<file path="src/sfm_params.svh">
// Constants for the serial format mode decode block: register offsets, field positions, reset values and timing.
// Assumes inclusion by bare name from the package and the design modules.
`ifndef SFM_PARAMS_SVH
`define SFM_PARAMS_SVH

// ----------------------------------------------------------------------------
// Register byte addresses
// ----------------------------------------------------------------------------
`define SFM_ADDR_FORMAT      8'h00
`define SFM_ADDR_CARD_CTRL   8'h04
`define SFM_ADDR_IRQ_STATUS  8'h08
`define SFM_ADDR_IRQ_MASK    8'h0c
`define SFM_ADDR_EVENT_IN    8'h10
`define SFM_ADDR_DECODED     8'h14

// ----------------------------------------------------------------------------
// Field positions, format register and card control register
// ----------------------------------------------------------------------------
`define SFM_BIT_COMM_MODE    7
`define SFM_BIT_HANDSET      7
`define SFM_BIT_BLOCK        6
`define SFM_BIT_PARITY_ON    5
`define SFM_BIT_PARITY_ODD   4
`define SFM_BIT_MULTIPROC    2
`define SFM_BIT_ETU_HI       3
`define SFM_BIT_ETU_LO       2
`define SFM_BIT_PSC_HI       1
`define SFM_BIT_PSC_LO       0
`define SFM_BIT_CARD_MODE    0

// ----------------------------------------------------------------------------
// Reset values and widths
// ----------------------------------------------------------------------------
`define SFM_FORMAT_RESET     8'h00
`define SFM_IRQ_WIDTH        3
`define SFM_IRQ_RESET        3'h0

// ----------------------------------------------------------------------------
// Prescaler ratios, time-unit clock counts and transmit-end advance
// ----------------------------------------------------------------------------
`define SFM_PSC_DIV1         7'h01
`define SFM_PSC_DIV4         7'h04
`define SFM_PSC_DIV16        7'h10
`define SFM_PSC_DIV64        7'h40
`define SFM_ETU_CLK_32       9'h020
`define SFM_ETU_CLK_64       9'h040
`define SFM_ETU_CLK_372      9'h174
`define SFM_ETU_CLK_256      9'h100
`define SFM_TRANSMIT_FINISHED_FLAG_ADVANCE_X10 8'h6e

`endif

</file>
<file path="src/sfm_pkg.sv">
// Types shared by the serial format mode decode block.
// Assumes sfm_params.svh is on the include path.
`include "sfm_params.svh"

package sfm_pkg;

    // ------------------------------------------------------------------------
    // Communication mode, parity kind and read-channel state
    // ------------------------------------------------------------------------
    typedef enum logic [1:0] {
        sfm_mode_async,
        sfm_mode_clocked,
        sfm_mode_card
    } sfm_mode_type;

    typedef enum logic [1:0] {
        sfm_parity_none,
        sfm_parity_even,
        sfm_parity_odd
    } sfm_parity_type;

    typedef enum logic [1:0] {
        sfm_rd_idle,
        sfm_rd_resp
    } sfm_rd_state_type;

endpackage : sfm_pkg

</file>
<file path="src/sfm_decode.sv">
// Mode-register decode for the serial unit, reached over AXI4-Lite.
// Assumes one clock aclk at 40 MHz and synchronous active-low reset aresetn.
//
// The implementer's own choices: the AXI4-Lite interface to the registers and the register addresses.
`timescale 1ns/1ps
`include "sfm_params.svh"

module sfm_decode (
    input  wire logic        aclk,              // System clock.
    input  wire logic        aresetn,           // Synchronous reset, active low.
    input  wire logic [7:0]  s_axi_awaddr,      // Write address.
    input  wire logic        s_axi_awvalid,     // Write address valid.
    output logic             s_axi_awready,     // Write address ready.
    input  wire logic [31:0] s_axi_wdata,       // Write data.
    input  wire logic [3:0]  s_axi_wstrb,       // Write byte strobes.
    input  wire logic        s_axi_wvalid,      // Write data valid.
    output logic             s_axi_wready,      // Write data ready.
    output logic [1:0]       s_axi_bresp,       // Write response.
    output logic             s_axi_bvalid,      // Write response valid.
    input  wire logic        s_axi_bready,      // Write response ready.
    input  wire logic [7:0]  s_axi_araddr,      // Read address.
    input  wire logic        s_axi_arvalid,     // Read address valid.
    output logic             s_axi_arready,     // Read address ready.
    output logic [31:0]      s_axi_rdata,       // Read data.
    output logic [1:0]       s_axi_rresp,       // Read response.
    output logic             s_axi_rvalid,      // Read data valid.
    input  wire logic        s_axi_rready,      // Read data ready.
    input  wire logic        tx_char_done,      // Transmitter finished a character, one-cycle pulse.
    input  wire logic        rx_parity_error,   // Receiver parity mismatch, one-cycle pulse.
    output logic             baud_tick,         // Prescaled enable pulse to the baud-rate counter.
    output logic             mode_clocked,      // Clocked synchronous operation.
    output logic             mode_card,         // Card layout in force.
    output logic             multiproc_on,      // Multiprocessor function on.
    output logic             parity_enable,     // Parity added and checked.
    output logic             parity_odd,        // Odd parity when parity enabled.
    output logic             block_transfer,    // Block transfer mode.
    output logic             handset_timing,    // Handset timing mode.
    output logic             card_clk_ctrl_en,  // Card clock output control available.
    output logic [7:0]       transmit_finished_flag_advance_x10,  // Transmit-end advance in tenths of a time unit.
    output logic [8:0]       etu_clocks,        // Basic clocks per transferred bit.
    output logic             irq                // Interrupt, level, active high.
);

    // ------------------------------------------------------------------------
    // Registers and bus state
    // ------------------------------------------------------------------------
    logic [7:0]                 serial_format_reg;
    logic [7:0]                 next_serial_format_reg;
    logic                       card_mode_select;
    logic                       next_card_mode_select;
    logic [`SFM_IRQ_WIDTH-1:0]  irq_status;
    logic [`SFM_IRQ_WIDTH-1:0]  next_irq_status;
    logic [`SFM_IRQ_WIDTH-1:0]  irq_mask;
    logic [`SFM_IRQ_WIDTH-1:0]  next_irq_mask;
    logic [`SFM_IRQ_WIDTH-1:0]  events;

    logic                       aw_held;
    logic                       next_aw_held;
    logic [7:0]                 aw_addr;
    logic [7:0]                 next_aw_addr;
    logic                       w_held;
    logic                       next_w_held;
    logic [31:0]                w_data;
    logic [31:0]                next_w_data;
    logic [3:0]                 w_strb;
    logic [3:0]                 next_w_strb;
    logic                       next_bvalid;
    logic [1:0]                 next_bresp;
    logic                       do_write;

    sfm_pkg::sfm_rd_state_type  rd_state;
    sfm_pkg::sfm_rd_state_type  next_rd_state;
    logic [31:0]                next_rdata;
    logic [1:0]                 next_rresp;
    logic [31:0]                read_value;
    logic                       read_hit;

    // ------------------------------------------------------------------------
    // Mode decode
    // ------------------------------------------------------------------------
    sfm_pkg::sfm_mode_type      mode;
    sfm_pkg::sfm_parity_type    parity;
    logic                       next_multiproc_on;
    logic                       next_parity_enable;
    logic                       next_parity_odd;
    logic                       next_block_transfer;
    logic                       next_handset_timing;
    logic [7:0]                 next_transmit_finished_flag_advance;
    logic [8:0]                 next_etu_clocks;
    logic                       prescale_tick;

    always_comb begin
        if (card_mode_select) begin
            mode = sfm_pkg::sfm_mode_card;
        end else if (serial_format_reg[`SFM_BIT_COMM_MODE]) begin
            mode = sfm_pkg::sfm_mode_clocked;
        end else begin
            mode = sfm_pkg::sfm_mode_async;
        end
        next_multiproc_on   = 1'b0;
        next_block_transfer = 1'b0;
        next_handset_timing = 1'b0;
        next_transmit_finished_flag_advance   = 8'h00;
        next_etu_clocks     = `SFM_ETU_CLK_32;
        parity              = sfm_pkg::sfm_parity_none;
        unique case (mode)
            sfm_pkg::sfm_mode_async: begin
                next_multiproc_on = serial_format_reg[`SFM_BIT_MULTIPROC];
                if (!next_multiproc_on && serial_format_reg[`SFM_BIT_PARITY_ON]) begin
                    parity = serial_format_reg[`SFM_BIT_PARITY_ODD] ? sfm_pkg::sfm_parity_odd
                                                                     : sfm_pkg::sfm_parity_even;
                end
            end
            sfm_pkg::sfm_mode_clocked: begin
                parity = sfm_pkg::sfm_parity_none;
            end
            sfm_pkg::sfm_mode_card: begin
                // Software is expected to keep parity on here; the bit is still honoured as written.
                if (serial_format_reg[`SFM_BIT_PARITY_ON]) begin
                    parity = serial_format_reg[`SFM_BIT_PARITY_ODD] ? sfm_pkg::sfm_parity_odd
                                                                     : sfm_pkg::sfm_parity_even;
                end
                next_block_transfer = serial_format_reg[`SFM_BIT_BLOCK];
                next_handset_timing = serial_format_reg[`SFM_BIT_HANDSET];
                next_transmit_finished_flag_advance   = next_handset_timing ? `SFM_TRANSMIT_FINISHED_FLAG_ADVANCE_X10 : 8'h00;
                unique case (serial_format_reg[`SFM_BIT_ETU_HI:`SFM_BIT_ETU_LO])
                    2'h0: next_etu_clocks = `SFM_ETU_CLK_32;
                    2'h1: next_etu_clocks = `SFM_ETU_CLK_64;
                    2'h2: next_etu_clocks = `SFM_ETU_CLK_372;
                    2'h3: next_etu_clocks = `SFM_ETU_CLK_256;
                endcase
            end
            default: begin
                parity = sfm_pkg::sfm_parity_none;
            end
        endcase
        next_parity_enable = (parity != sfm_pkg::sfm_parity_none);
        next_parity_odd    = (parity == sfm_pkg::sfm_parity_odd);
    end

    sfm_prescaler u_prescaler (
        .aclk    (aclk),
        .aresetn (aresetn),
        .select  (serial_format_reg[`SFM_BIT_PSC_HI:`SFM_BIT_PSC_LO]),
        .tick    (prescale_tick)
    );

    // ------------------------------------------------------------------------
    // Write channel and register updates
    // ------------------------------------------------------------------------
    assign events = {rx_parity_error & parity_enable, tx_char_done, 1'b0};

    always_comb begin
        next_aw_held          = aw_held;
        next_aw_addr          = aw_addr;
        next_w_held           = w_held;
        next_w_data           = w_data;
        next_w_strb           = w_strb;
        next_bvalid           = s_axi_bvalid;
        next_bresp            = s_axi_bresp;
        next_serial_format_reg = serial_format_reg;
        next_card_mode_select = card_mode_select;
        next_irq_mask         = irq_mask;
        next_irq_status       = irq_status;
        if (s_axi_awvalid && s_axi_awready) begin
            next_aw_held = 1'b1;
            next_aw_addr = s_axi_awaddr;
        end
        if (s_axi_wvalid && s_axi_wready) begin
            next_w_held = 1'b1;
            next_w_data = s_axi_wdata;
            next_w_strb = s_axi_wstrb;
        end
        do_write = aw_held && w_held && !s_axi_bvalid;
        if (s_axi_bvalid && s_axi_bready) begin
            next_bvalid = 1'b0;
        end
        if (do_write) begin
            next_aw_held = 1'b0;
            next_w_held  = 1'b0;
            next_bvalid  = 1'b1;
            next_bresp   = 2'h0;
            if (w_strb[0]) begin
                unique case (aw_addr)
                    `SFM_ADDR_FORMAT:     next_serial_format_reg = w_data[7:0];
                    `SFM_ADDR_CARD_CTRL:  next_card_mode_select = w_data[`SFM_BIT_CARD_MODE];
                    `SFM_ADDR_IRQ_STATUS: next_irq_status = irq_status & ~w_data[`SFM_IRQ_WIDTH-1:0];
                    `SFM_ADDR_IRQ_MASK:   next_irq_mask = w_data[`SFM_IRQ_WIDTH-1:0];
                    `SFM_ADDR_EVENT_IN, `SFM_ADDR_DECODED: next_bresp = 2'h0;
                    default:              next_bresp = 2'h2;
                endcase
            end else if (!(aw_addr inside {`SFM_ADDR_FORMAT, `SFM_ADDR_CARD_CTRL, `SFM_ADDR_IRQ_STATUS,
                                           `SFM_ADDR_IRQ_MASK, `SFM_ADDR_EVENT_IN, `SFM_ADDR_DECODED})) begin
                next_bresp = 2'h2;
            end
        end
        // A new event wins over a clear in the same cycle.
        next_irq_status = next_irq_status | events;
    end

    always_ff @(posedge aclk) begin
        if (!aresetn) begin
            aw_held           <= 1'b0;
            aw_addr           <= 8'h00;
            w_held            <= 1'b0;
            w_data            <= 32'h0000_0000;
            w_strb            <= 4'h0;
            s_axi_bvalid      <= 1'b0;
            s_axi_bresp       <= 2'h0;
            s_axi_awready     <= 1'b0;
            s_axi_wready      <= 1'b0;
            serial_format_reg <= `SFM_FORMAT_RESET;
            card_mode_select  <= 1'b0;
            irq_status        <= `SFM_IRQ_RESET;
            irq_mask          <= `SFM_IRQ_RESET;
        end else begin
            aw_held           <= next_aw_held;
            aw_addr           <= next_aw_addr;
            w_held            <= next_w_held;
            w_data            <= next_w_data;
            w_strb            <= next_w_strb;
            s_axi_bvalid      <= next_bvalid;
            s_axi_bresp       <= next_bresp;
            s_axi_awready     <= !next_aw_held && !(s_axi_awvalid && s_axi_awready);
            s_axi_wready      <= !next_w_held && !(s_axi_wvalid && s_axi_wready);
            serial_format_reg <= next_serial_format_reg;
            card_mode_select  <= next_card_mode_select;
            irq_status        <= next_irq_status;
            irq_mask          <= next_irq_mask;
        end
    end

    // ------------------------------------------------------------------------
    // Read channel
    // ------------------------------------------------------------------------
    always_comb begin
        read_hit   = 1'b1;
        read_value = 32'h0000_0000;
        unique case (s_axi_araddr)
            `SFM_ADDR_FORMAT:     read_value = {24'h00_0000, serial_format_reg};
            `SFM_ADDR_CARD_CTRL:  read_value = {31'h0000_0000, card_mode_select};
            `SFM_ADDR_IRQ_STATUS: read_value = {29'h0000_0000, irq_status};
            `SFM_ADDR_IRQ_MASK:   read_value = {29'h0000_0000, irq_mask};
            `SFM_ADDR_EVENT_IN:   read_value = 32'h0000_0000;
            `SFM_ADDR_DECODED:    read_value = {16'h0000, etu_clocks, block_transfer, handset_timing,
                                                parity_odd, parity_enable, multiproc_on, mode_card, mode_clocked};
            default:              read_hit = 1'b0;
        endcase
        next_rd_state = rd_state;
        next_rdata    = s_axi_rdata;
        next_rresp    = s_axi_rresp;
        unique case (rd_state)
            sfm_pkg::sfm_rd_idle: begin
                if (s_axi_arvalid && s_axi_arready) begin
                    next_rd_state = sfm_pkg::sfm_rd_resp;
                    next_rdata    = read_value;
                    next_rresp    = read_hit ? 2'h0 : 2'h2;
                end
            end
            sfm_pkg::sfm_rd_resp: begin
                if (s_axi_rready) begin
                    next_rd_state = sfm_pkg::sfm_rd_idle;
                end
            end
            default: next_rd_state = sfm_pkg::sfm_rd_idle;
        endcase
    end

    always_ff @(posedge aclk) begin
        if (!aresetn) begin
            rd_state      <= sfm_pkg::sfm_rd_idle;
            s_axi_arready <= 1'b0;
            s_axi_rvalid  <= 1'b0;
            s_axi_rdata   <= 32'h0000_0000;
            s_axi_rresp   <= 2'h0;
        end else begin
            rd_state      <= next_rd_state;
            s_axi_arready <= (next_rd_state == sfm_pkg::sfm_rd_idle) && !(s_axi_arvalid && s_axi_arready);
            s_axi_rvalid  <= (next_rd_state == sfm_pkg::sfm_rd_resp);
            s_axi_rdata   <= next_rdata;
            s_axi_rresp   <= next_rresp;
        end
    end

    // ------------------------------------------------------------------------
    // Registered outputs
    // ------------------------------------------------------------------------
    always_ff @(posedge aclk) begin
        if (!aresetn) begin
            baud_tick        <= 1'b0;
            mode_clocked     <= 1'b0;
            mode_card        <= 1'b0;
            multiproc_on     <= 1'b0;
            parity_enable    <= 1'b0;
            parity_odd       <= 1'b0;
            block_transfer   <= 1'b0;
            handset_timing   <= 1'b0;
            card_clk_ctrl_en <= 1'b0;
            transmit_finished_flag_advance_x10 <= 8'h00;
            etu_clocks       <= `SFM_ETU_CLK_32;
            irq              <= 1'b0;
        end else begin
            baud_tick        <= prescale_tick;
            mode_clocked     <= (mode == sfm_pkg::sfm_mode_clocked);
            mode_card        <= (mode == sfm_pkg::sfm_mode_card);
            multiproc_on     <= next_multiproc_on;
            parity_enable    <= next_parity_enable;
            parity_odd       <= next_parity_odd;
            block_transfer   <= next_block_transfer;
            handset_timing   <= next_handset_timing;
            card_clk_ctrl_en <= next_handset_timing;
            transmit_finished_flag_advance_x10 <= next_transmit_finished_flag_advance;
            etu_clocks       <= next_etu_clocks;
            irq              <= |(next_irq_status & next_irq_mask);
        end
    end

endmodule : sfm_decode

</file>
<file path="src/sfm_prescaler.sv">
// Free-running prescaler that issues one-cycle enable pulses for the baud-rate generator.
// Assumes a single clock aclk and synchronous active-low reset aresetn.
`timescale 1ns/1ps
`include "sfm_params.svh"

module sfm_prescaler (
    input  wire logic       aclk,      // System clock.
    input  wire logic       aresetn,   // Synchronous reset, active low.
    input  wire logic [1:0] select,    // Ratio select 0..3.
    output logic            tick       // One-cycle enable pulse.
);

    logic [6:0] count;
    logic [6:0] next_count;
    logic [6:0] ratio;
    logic       next_tick;

    always_comb begin
        unique case (select)
            2'h0: ratio = `SFM_PSC_DIV1;
            2'h1: ratio = `SFM_PSC_DIV4;
            2'h2: ratio = `SFM_PSC_DIV16;
            2'h3: ratio = `SFM_PSC_DIV64;
        endcase
        if (count >= ratio - 7'h01) begin
            next_count = 7'h00;
            next_tick  = 1'b1;
        end else begin
            next_count = count + 7'h01;
            next_tick  = 1'b0;
        end
    end

    always_ff @(posedge aclk) begin
        if (!aresetn) begin
            count <= 7'h00;
            tick  <= 1'b0;
        end else begin
            count <= next_count;
            tick  <= next_tick;
        end
    end

endmodule : sfm_prescaler

</file>
<file path="config.mk">
export PLATFORM = sky130hd
export DESIGN_NAME = sfm_decode
export DESIGN_NICKNAME = d
export VERILOG_FILES = /design/src/sfm_pkg.sv /design/src/sfm_decode.sv /design/src/sfm_prescaler.sv
export VERILOG_INCLUDE_DIRS = /design/src
export SDC_FILE = /design/constraint.sdc
export NUM_CORES = 1
export LEC_CHECK = 0
export BUFFER_PORTS_ARGS = -buffer_cell sky130_fd_sc_hd__buf_2
export CAP_MARGIN = 20
export CORE_MARGIN = 4
export CORE_UTILIZATION = 25
export DETAILED_ROUTE_END_ITERATION = 10
export REMOVE_ABC_BUFFERS = 1
export SLEW_MARGIN = 20
export SYNTH_ARGS = -nofsm -noshare
export SYNTH_HDL_FRONTEND = slang
export SYNTH_SLANG_ARGS = --single-unit
</file>
<file path="constraint.sdc">
create_clock -name aclk -period 2.57 [get_ports aclk]
set_input_delay 0 -clock aclk [delete_from_list [all_inputs] [get_ports aclk]]
set_output_delay 0 -clock aclk [all_outputs]
set_load 0.02 [all_outputs]
</file>
### After elaboration in Yosys (flattened, before gate mapping)

Cells that the tools add are included.

| word-level totals | value |
|---|---|
| flip-flop bits (word level) | 111 |
| input port bits | 61 |
| output and inout port bits | 68 |
| logic and storage cells | 128 |

| operators by class | value |
|---|---|
| add/subtract/negate cells | 2 |
| $lt $le $gt $ge | 1 |
| equality and inequality tests | 21 |
| multiplexer cells | 31 |
| bitwise gates (word level) | 6 |
| reduce and logical (&&, ||, !) cells | 36 |

Operators with widths:

| kind | number |
|---|---|
| $pmux W16 S5 | 1 |
| $pmux W9 S4 | 1 |
| $eq A8 B4 Y1 const B | 4 |
| $eq A8 B5 Y1 const B | 4 |
| $pmux W7 S4 | 1 |
| $mux W2 | 10 |
| $mux W3 | 6 |
| $eq A8 B3 Y1 const B | 2 |
| $logic_not A8 Y1 | 2 |
| $eq A2 B2 Y1 const B | 6 |
| $reduce_or A6 Y1 | 2 |
| $eq A2 B1 Y1 const B | 5 |
| $logic_and A1 B1 Y1 | 10 |
| $logic_not A2 Y1 | 5 |
| $mux W1 | 9 |
| $pmux W2 S2 | 2 |
| $add A7 B1 Y7 const B | 1 |
| $ge A7 B7 Y1 | 1 |
| $logic_not A1 Y1 | 7 |
| $mux W7 | 1 |
| $sub A7 B1 Y7 const B | 1 |
| $and A3 B3 Y3 | 2 |
| $reduce_and A2 Y1 | 3 |
| $reduce_and A3 Y1 | 2 |
| 8 further kinds | 9 |

### Depth between registers and ports, before layout

Gate-level depths: netlist (run 1).

| depth | value |
|---|---|
| depth in word-level cells | 8 |
| gate-level depth with buffers | 7 |

### By module

Synthesis (run 1) repeated with hierarchy kept, for this count alone.

| second synthesis, totals | value |
|---|---|
| cell total of the unflattened synthesis | 379 |
| area, all modules | 3490.8 µm² |

By module, submodules not included:

| module | times used | cells each | area each (µm²) |
|---|---|---|---|
| sfm_decode | 1 | 324 | 3007.9 |
| sfm_prescaler | 1 | 55 | 483.0 |

### Least setup slack after synthesis (run 1)

Ideal clock, no wire load.

| timing path | value |
|---|---|
| path kind | reg2reg |
| start point | register serial_format_reg[1] |
| end point | register u_prescaler.count[2] |
| arrival | 2029 ps |
| required time | 2503 ps |
| slack | 473 ps |
| stages on the path, launching flop included | 8 |
| buffers on the path | 0 |
| clock period less this slack | 2097 ps |
| path through | dfxtp_1 > or2_2 > ha_1 > nand2b_1 > a21o_1 > a2111oi_0 > o311ai_1 > nor2_1 |

| between the ends | value |
|---|---|
| longest elaborated chain between the ends | 5 |
| elaborated cells between the ends (all ways) | 8 |
| classes of those cells | add/sub: 1; order compare: 1; eq/ne: 3; mux: 1; reduce/logical: 2 |

RTL lines:

| what | line | text |
|---|---|---|
| from (decl) | sfm_decode.sv:47 | `logic [7:0] serial_format_reg;` |
| from (signal assigned) | sfm_decode.sv:212 | `` serial_format_reg <= `SFM_FORMAT_RESET; `` |
| from (signal assigned) | sfm_decode.sv:226 | `serial_format_reg <= next_serial_format_reg;` |
| $eq A2 B2 Y1, or another cell as far along | sfm_prescaler.sv:19 | `unique case (select)` |
| $pmux W7 S4 (*) | sfm_prescaler.sv:19 |  |
| $sub A7 B1 Y7 (*) | sfm_prescaler.sv:25 | `if (count >= ratio - 7'h01) begin` |
| $ge A7 B7 Y1 (*) | sfm_prescaler.sv:25 |  |
| $reduce_or A2 Y1 (no source line) (*) | n/a |  |
| to (signal assigned) | sfm_prescaler.sv:39 | `count <= next_count;` |
| to (decl) | sfm_prescaler.sv:13 | `logic [6:0] count;` |

Every way passes the cells marked *; elsewhere a longest branch is shown, timed or not. The select of a mux whose other input is x is not followed.
A chain may end at the register's enable or synchronous reset.

### Worst setup path in the final report (run 1)

| timing path | value |
|---|---|
| start point | register serial_format_reg[0] |
| end point | register u_prescaler.count[1] |

Same word-level chain as after synthesis.

==> impl_metrics.yaml, run 1 <==
sta:
  setup_tns_ps: 0
  drv_slew: 0
  setup_violations: 0
  fmax_mhz: 437.1
  rsz0062_at_grt: "false"
  tightest_slew_ps: 837.7
  finalClockSkew_ps: 12.98
  worst_hold_slack_ps: 22.26
  period_share_pct: 89.02
  slew_headroom_pct: 43.27
  finalWorstPathRequiredPeriod_ps: 2288
  final_hold_viol_count: 0
die:
  dieArea_mm2: 0.01552
  start_util_pct: 25.55
  rows: 42
  fp.dieW_um: 124.6
  num_io_pins: 129
  core-area_mm2: 0.01330
  die_h_um: 124.6
grt:
  grt_max_degree: 39
  track_usage_pct: 9.964
  grt_pass1_vias: 2632
  overflow: 0
  grt_pass1_wl_um: 12720
  antenna_found_initial: 0
clocking:
  cts.htree.levels: 3
  cts_sinks: 76
  cts-root-buf: "clkbuf_16"
  cts_inserted_buffers: 9
  clk_latency_ps: 340
  cts_tree: "yes"
  clockBufferDepth: 2
  post-cts-setup-buffers: 0
  cts.clk_slew.worst_paths_ps: 60
worst_setup_path:
  r2r_start: "serial_format_reg[0]"
  critPathCaptureType: "flop"
  required_ps: 2830
  startpoint: "serial_format_reg[0]"
  cp_max_fo: 7
  crit_type: "reg2reg"
  cp-start-kind: "flop"
  cp.arrival_ps: 2550
place:
  post-dp-hpwl_um: 5748
  place.gp.congestion: 0.7737
  io_buffer_count: 73
yosys:
  syn_avg_cell_area_um2: 8.755
  synthArstFlopShare_pct: 0
  synth_edf_count: 0
  synth_top_area_share_pct: 44.79
  ys.flop_type: "dfxtp_1"
  yosys.area.top_type: "dfxtp_1"
  synth.area.top_cells: "dfxtp_1 (45%), nand2_1 (8.5%), buf_4 (8.0%), a21boi_0 (5.3%), ha_1 (4.1%)"
  yosysSeqAreaShare_pct: 44.79
  ys_top_cells_by_count: "nand2_1 (77), dfxtp_1 (76), buf_4 (36)"
  yosysWarnings: 0
  synth_most_common_cell: "nand2_1"
  synthCells: 388
  ys_ff_latch: 76
  netlist_area_mm2: 0.003397
  ys_types: 50
min_path:
  holdCritStartpoint: "rx_parity_error"
  hold_class: "in2reg"
detailed_routing:
  drc_errors: 0
  wl_um: 7581
  ant_nets: 0
  first_iter_violations: 122
  route.detailed.wl_per_inst_um: 11.56
  via_count: 2704
  drtPass1Iterations: 4
  viasPerCell: 4.122
finish:
  top_register: "s_axi_rdata"
  utilization_pct: 32.71
  drive_above_1_share_pct: 20.63
  syn2layout_area_growth_pct: 28.03
  antennaDiodeCount: 0
  finalNetCount: 547
  largest_reg_flops: 12
  final.fill_count: 1370
power:
  vdd_drop_max_mv: 0.3474
  power.density_mw_per_mm2: 658.9
  power.leakage_nw: 1.831
status:
  outcome: "finished, final reports clean"
flow_run:
  drv_cap: 0
## critical path: stages, from the launching register on
cell and delay (ps):
dfxtp_1 340, or2_2 310, ha_1 260, nand2b_1 130, a21o_1 170, a2111oi_1 490
o311ai_1 310, nor2_1 190
## cells by family (layout without fill, tap and decap cells)
group | after synthesis | after routing | share of synthesized area (%)
adders and majority gates | 11 | 11 | 4.052
buffers and inverters | 65 | 129 | 11.20
muxes | 7 | 7 | 2.505
DFF | 76 | 76 | 44.79
other | 2 | 30 | 0.2211
and+or+nand+nor | 151 | 151 | 21.47
AOI/OAI and AO/OA | 71 | 71 | 14.48
xor gates and xnor gates | 5 | 5 | 1.289
## path summary, 6_finish.rpt
path	endpoint	slack (ps)	cells past startpoint
setup reg to reg	u_prescaler.count[1]	280	7
hold reg to reg	baud_tick	430	1
setup / recovery	u_prescaler.count[1]	280	7
hold / removal	irq_status[2]	20	3
## layout make-up
type / instances / area (um^2) / share of cell area [%]
well taps: 176 / 220.2 / 5.063
multi-input cells: 275 / 1602 / 36.82
clock inverters: 6 / 112.6 / 2.589
inverters: 15 / 56.30 / 1.295
repair buffers: 98 / 608.1 / 13.98
flip-flops and latches: 76 / 1521 / 34.98
clock buffers: 10 / 229.0 / 5.265
## what timing repair did
action | in CTS | in global routing
hold buffers | 22 | 0
endpoints found under the hold margin | 21 | 0
setup endpoints to repair | 0 | 7
resized for setup | 0 | 1
## through the flow
step | worst slack [ps] | instance area (um^2) | power [mW] | cells
2_1_floorplan | 476.4 | 3178 | 1.360 | 366
3_3_place_gp | 275.3 | 3786 | 1.427 | 618
3_5_place_dp | 252.3 | 3786 | 1.431 | 618
4_1_cts | 219.7 | 4348 | 2.902 | 656
5_1_grt | 109.3 | 4349 | 2.976 | 656
6_report | 282.2 | 4349 | 2.866 | 656
## power by group
part / internal, mW / switching (mW)
Combinational: 0.0833 / 0.122
Clock: 0.950 / 0.483
Sequential: 1.21 / 0.0209
Total: 2.24 / 0.626
## metal layers
layer	vias to the layer above	GRT usage [%]	share of wire (%)
li1	1405	-	-
met1	1204	12.40	47
met2	85	16.28	46
met3	10	3.216	5.9
met4	0	3.288	1.3
met5	-	0	0
## placed cells by master, fill, tap and decap left out, types with 2 or more instances in the layout
master / Yosys / final
mux2_2: 2 / 2
conb_1: 2 / 30
a22oi_1: 6 / 6
nor3_1: 3 / 3
bufinv_16: 0 / 3
or4_4: 2 / 2
dfxtp_1: 76 / 76
buf_2: 1 / 73
clkinv_4: 0 / 2
inv_1: 15 / 15
nand2_1: 77 / 77
mux2i_1: 4 / 4
buf_4: 36 / 3
a21boi_1: 8 / 8
and2_1: 5 / 5
a21boi_0: 24 / 24
dlygate4sd3_1: 0 / 22
o21ai_0: 11 / 11
nand3_1: 9 / 9
ha_1: 11 / 11
and3_1: 6 / 6
clkbuf_16: 0 / 9
o21a_1: 3 / 3
xor2_1: 2 / 2
and3b_1: 2 / 2
xnor2_1: 3 / 3
nand2b_1: 7 / 7
nor2_1: 20 / 20
a21oi_1: 9 / 9
or3_1: 3 / 3
nor4b_1: 2 / 2
nor2b_1: 5 / 5
Note: power is estimated with default switching activity, not from simulation.
==> inputs of run 2 (changes only) <==
--- a/config.mk
+++ b/config.mk
@@ -8,10 +8,10 @@
 export LEC_CHECK = 0
 export BUFFER_PORTS_ARGS = -buffer_cell sky130_fd_sc_hd__buf_2
 export CAP_MARGIN = 20
+export CORE_ASPECT_RATIO = 1.25
 export CORE_MARGIN = 4
 export CORE_UTILIZATION = 25
 export DETAILED_ROUTE_END_ITERATION = 10
-export REMOVE_ABC_BUFFERS = 1
 export SLEW_MARGIN = 20
 export SYNTH_ARGS = -nofsm -noshare
 export SYNTH_HDL_FRONTEND = slang
==> impl_metrics.yaml, run 2 (same netlist as run 1, synthesis figures left out) <==
status:
  outcome: "finished, final reports clean"
sta:
  fmax_mhz: 422.2
  worst_hold_slack_ps: 35.30
  drv_slew: 0
  tightest_slew_ps: 794.2
  final_hold_viol_count: 0
  finalClockSkew_ps: 8.285
  slew_headroom_pct: 46.22
  period_share_pct: 92.16
  rsz0062_at_grt: "false"
  setup_violations: 0
  setup_tns_ps: 0
  finalWorstPathRequiredPeriod_ps: 2369
worst_setup_path:
  crit_type: "reg2reg"
  critPathCaptureType: "flop"
  cp-start-kind: "flop"
  slowest_delay_ps: 580
  critPathSlowestCell: "a2111oi_1"
  path_cells: "or2_2 -> ha_1 -> nand2b_1 -> a21o_1 -> a2111oi_1 -> o311ai_1 -> nor2_1"
  cp.arrival_ps: 2630
  required_ps: 2830
  cp_max_fo: 7
grt:
  track_usage_pct: 10.03
  overflow: 0
  grt_max_degree: 40
  grt_busiest_layer: "met2"
  antenna_found_initial: 0
  met3_usage_pct: 3.802
  use_met2_pct: 17.08
  grtUsageMet1_pct: 11.93
  grt_pass1_wl_um: 12880
  grt_pass1_vias: 2719
detailed_routing:
  viasPerCell: 4.191
  drc_errors: 0
  ant_nets: 0
  drtPass1Iterations: 4
  route.detailed.wl_per_inst_um: 11.72
  wl_um: 7616
  via_count: 2724
  first_iter_violations: 165
finish:
  layout_commonest_cell: "nand2_1"
  top_register: "s_axi_rdata"
  drive_above_1_share_pct: 20.67
  finalNetCount: 548
  final_cell_mix: "nand2_1 (77), dfxtp_1 (76), buf_2 (73)"
  antennaDiodeCount: 0
  syn2layout_area_growth_pct: 29.06
  instances_no_fill: 650
  largest_reg_flops: 12
place:
  post-dp-hpwl_um: 5874
  dp_cells: 614
  place.gp.congestion: 0.7815
  io_buffer_count: 73
clocking:
  cts_sinks: 76
  post-cts-setup-buffers: 0
  clk_latency_ps: 330
  clockBufferDepth: 2
  cts_tree: "yes"
  cts-root-buf: "clkbuf_16"
  cts_inserted_buffers: 9
  cts.htree.levels: 3
  cts.clk_slew.worst_paths_ps: 60
die:
  fp.dieW_um: 112.3
  core-area_mm2: 0.01329
  dieArea_mm2: 0.01553
  rows: 47
  die_h_um: 138.3
  num_io_pins: 129
  start_util_pct: 25.56
power:
  vdd_drop_max_mv: 0.3438
  power.leakage_nw: 1.851
  power.density_mw_per_mm2: 688.7
min_path:
  hold_class: "in2reg"
flow_run:
  drv_cap: 0
[run 2: cell count changes in the layout (fill, tap and decap cells not counted), sizes merged]
cell / change
clkinv: -3
clkbuf: -1
buf: +1
bufinv: +2
[run 2: timing repair]
| action | CTS | global route |
|---|---|---|
| hold buffers | 22 | 0 |
| setup endpoints to repair | 0 | 7 |
| resized for setup | 0 | 1 |
| endpoints found under the hold margin | 22 | 0 |
[run 2: through the flow]
| step | utilization, % | cell area [um^2] | total power [mW] | setup WS [ps] |
|---|---|---|---|---|
| global route | 32.99 | 4384 | 3.130 | 33.97 |
| finish | 32.99 | 4384 | 3.019 | 201.4 |
| floorplan | - | 3502 | 1.404 | 473.4 |
| global placement | 28.50 | 3787 | 1.429 | 259.2 |
| CTS | 32.98 | 4383 | 3.062 | 43.08 |
| detailed placement | 28.50 | 3787 | 1.434 | 69.21 |
[run 2: worst paths after layout]
check / cells past startpoint / slack, ps / from / end
setup / recovery: 7 / 200 / serial_format_reg[1] / u_prescaler.count[5]
hold / removal: 3 / 40 / rx_parity_error / irq_status[2]
setup reg to reg: 7 / 200 / serial_format_reg[1] / u_prescaler.count[5]
hold reg to reg: 1 / 450 / u_prescaler.tick / baud_tick
[run 2: worst max-delay path, delay by kind of cell, from the launching register on]
kind,cells,cell delay [ps]
and+or+nand+nor,3,600
DFF,1,360
AOI/OAI and AO/OA,3,1070
adders and majority gates,1,260
[run 2: cell type report]
cell class | count | area, um^2
Timing Repair Buffer | 99 | 615.6
Clock inverter | 5 | 150.1
Multi-Input combinational cell | 275 | 1602
Sequential cell | 76 | 1521
Fill cell | 1412 | 8906
Inverter | 15 | 56.30
Clock buffer | 9 | 225.2
Tap cell | 171 | 214.0
[run 2: power breakdown]
group	leakage [nW]	total, mW	switching (mW)	internal (mW)
Combinational	1.05	0.207	0.122	0.0845
Clock	0.182	1.59	0.452	1.13
Sequential	0.617	1.23	0.0205	1.21
Total	1.85	3.02	0.595	2.42
[run 2: layer usage]
metal,vias to the layer above,wire (um)
met5,-,0
met4,0,90
met3,10,537
met2,84,3681
met1,1229,3306
li1,1401,-
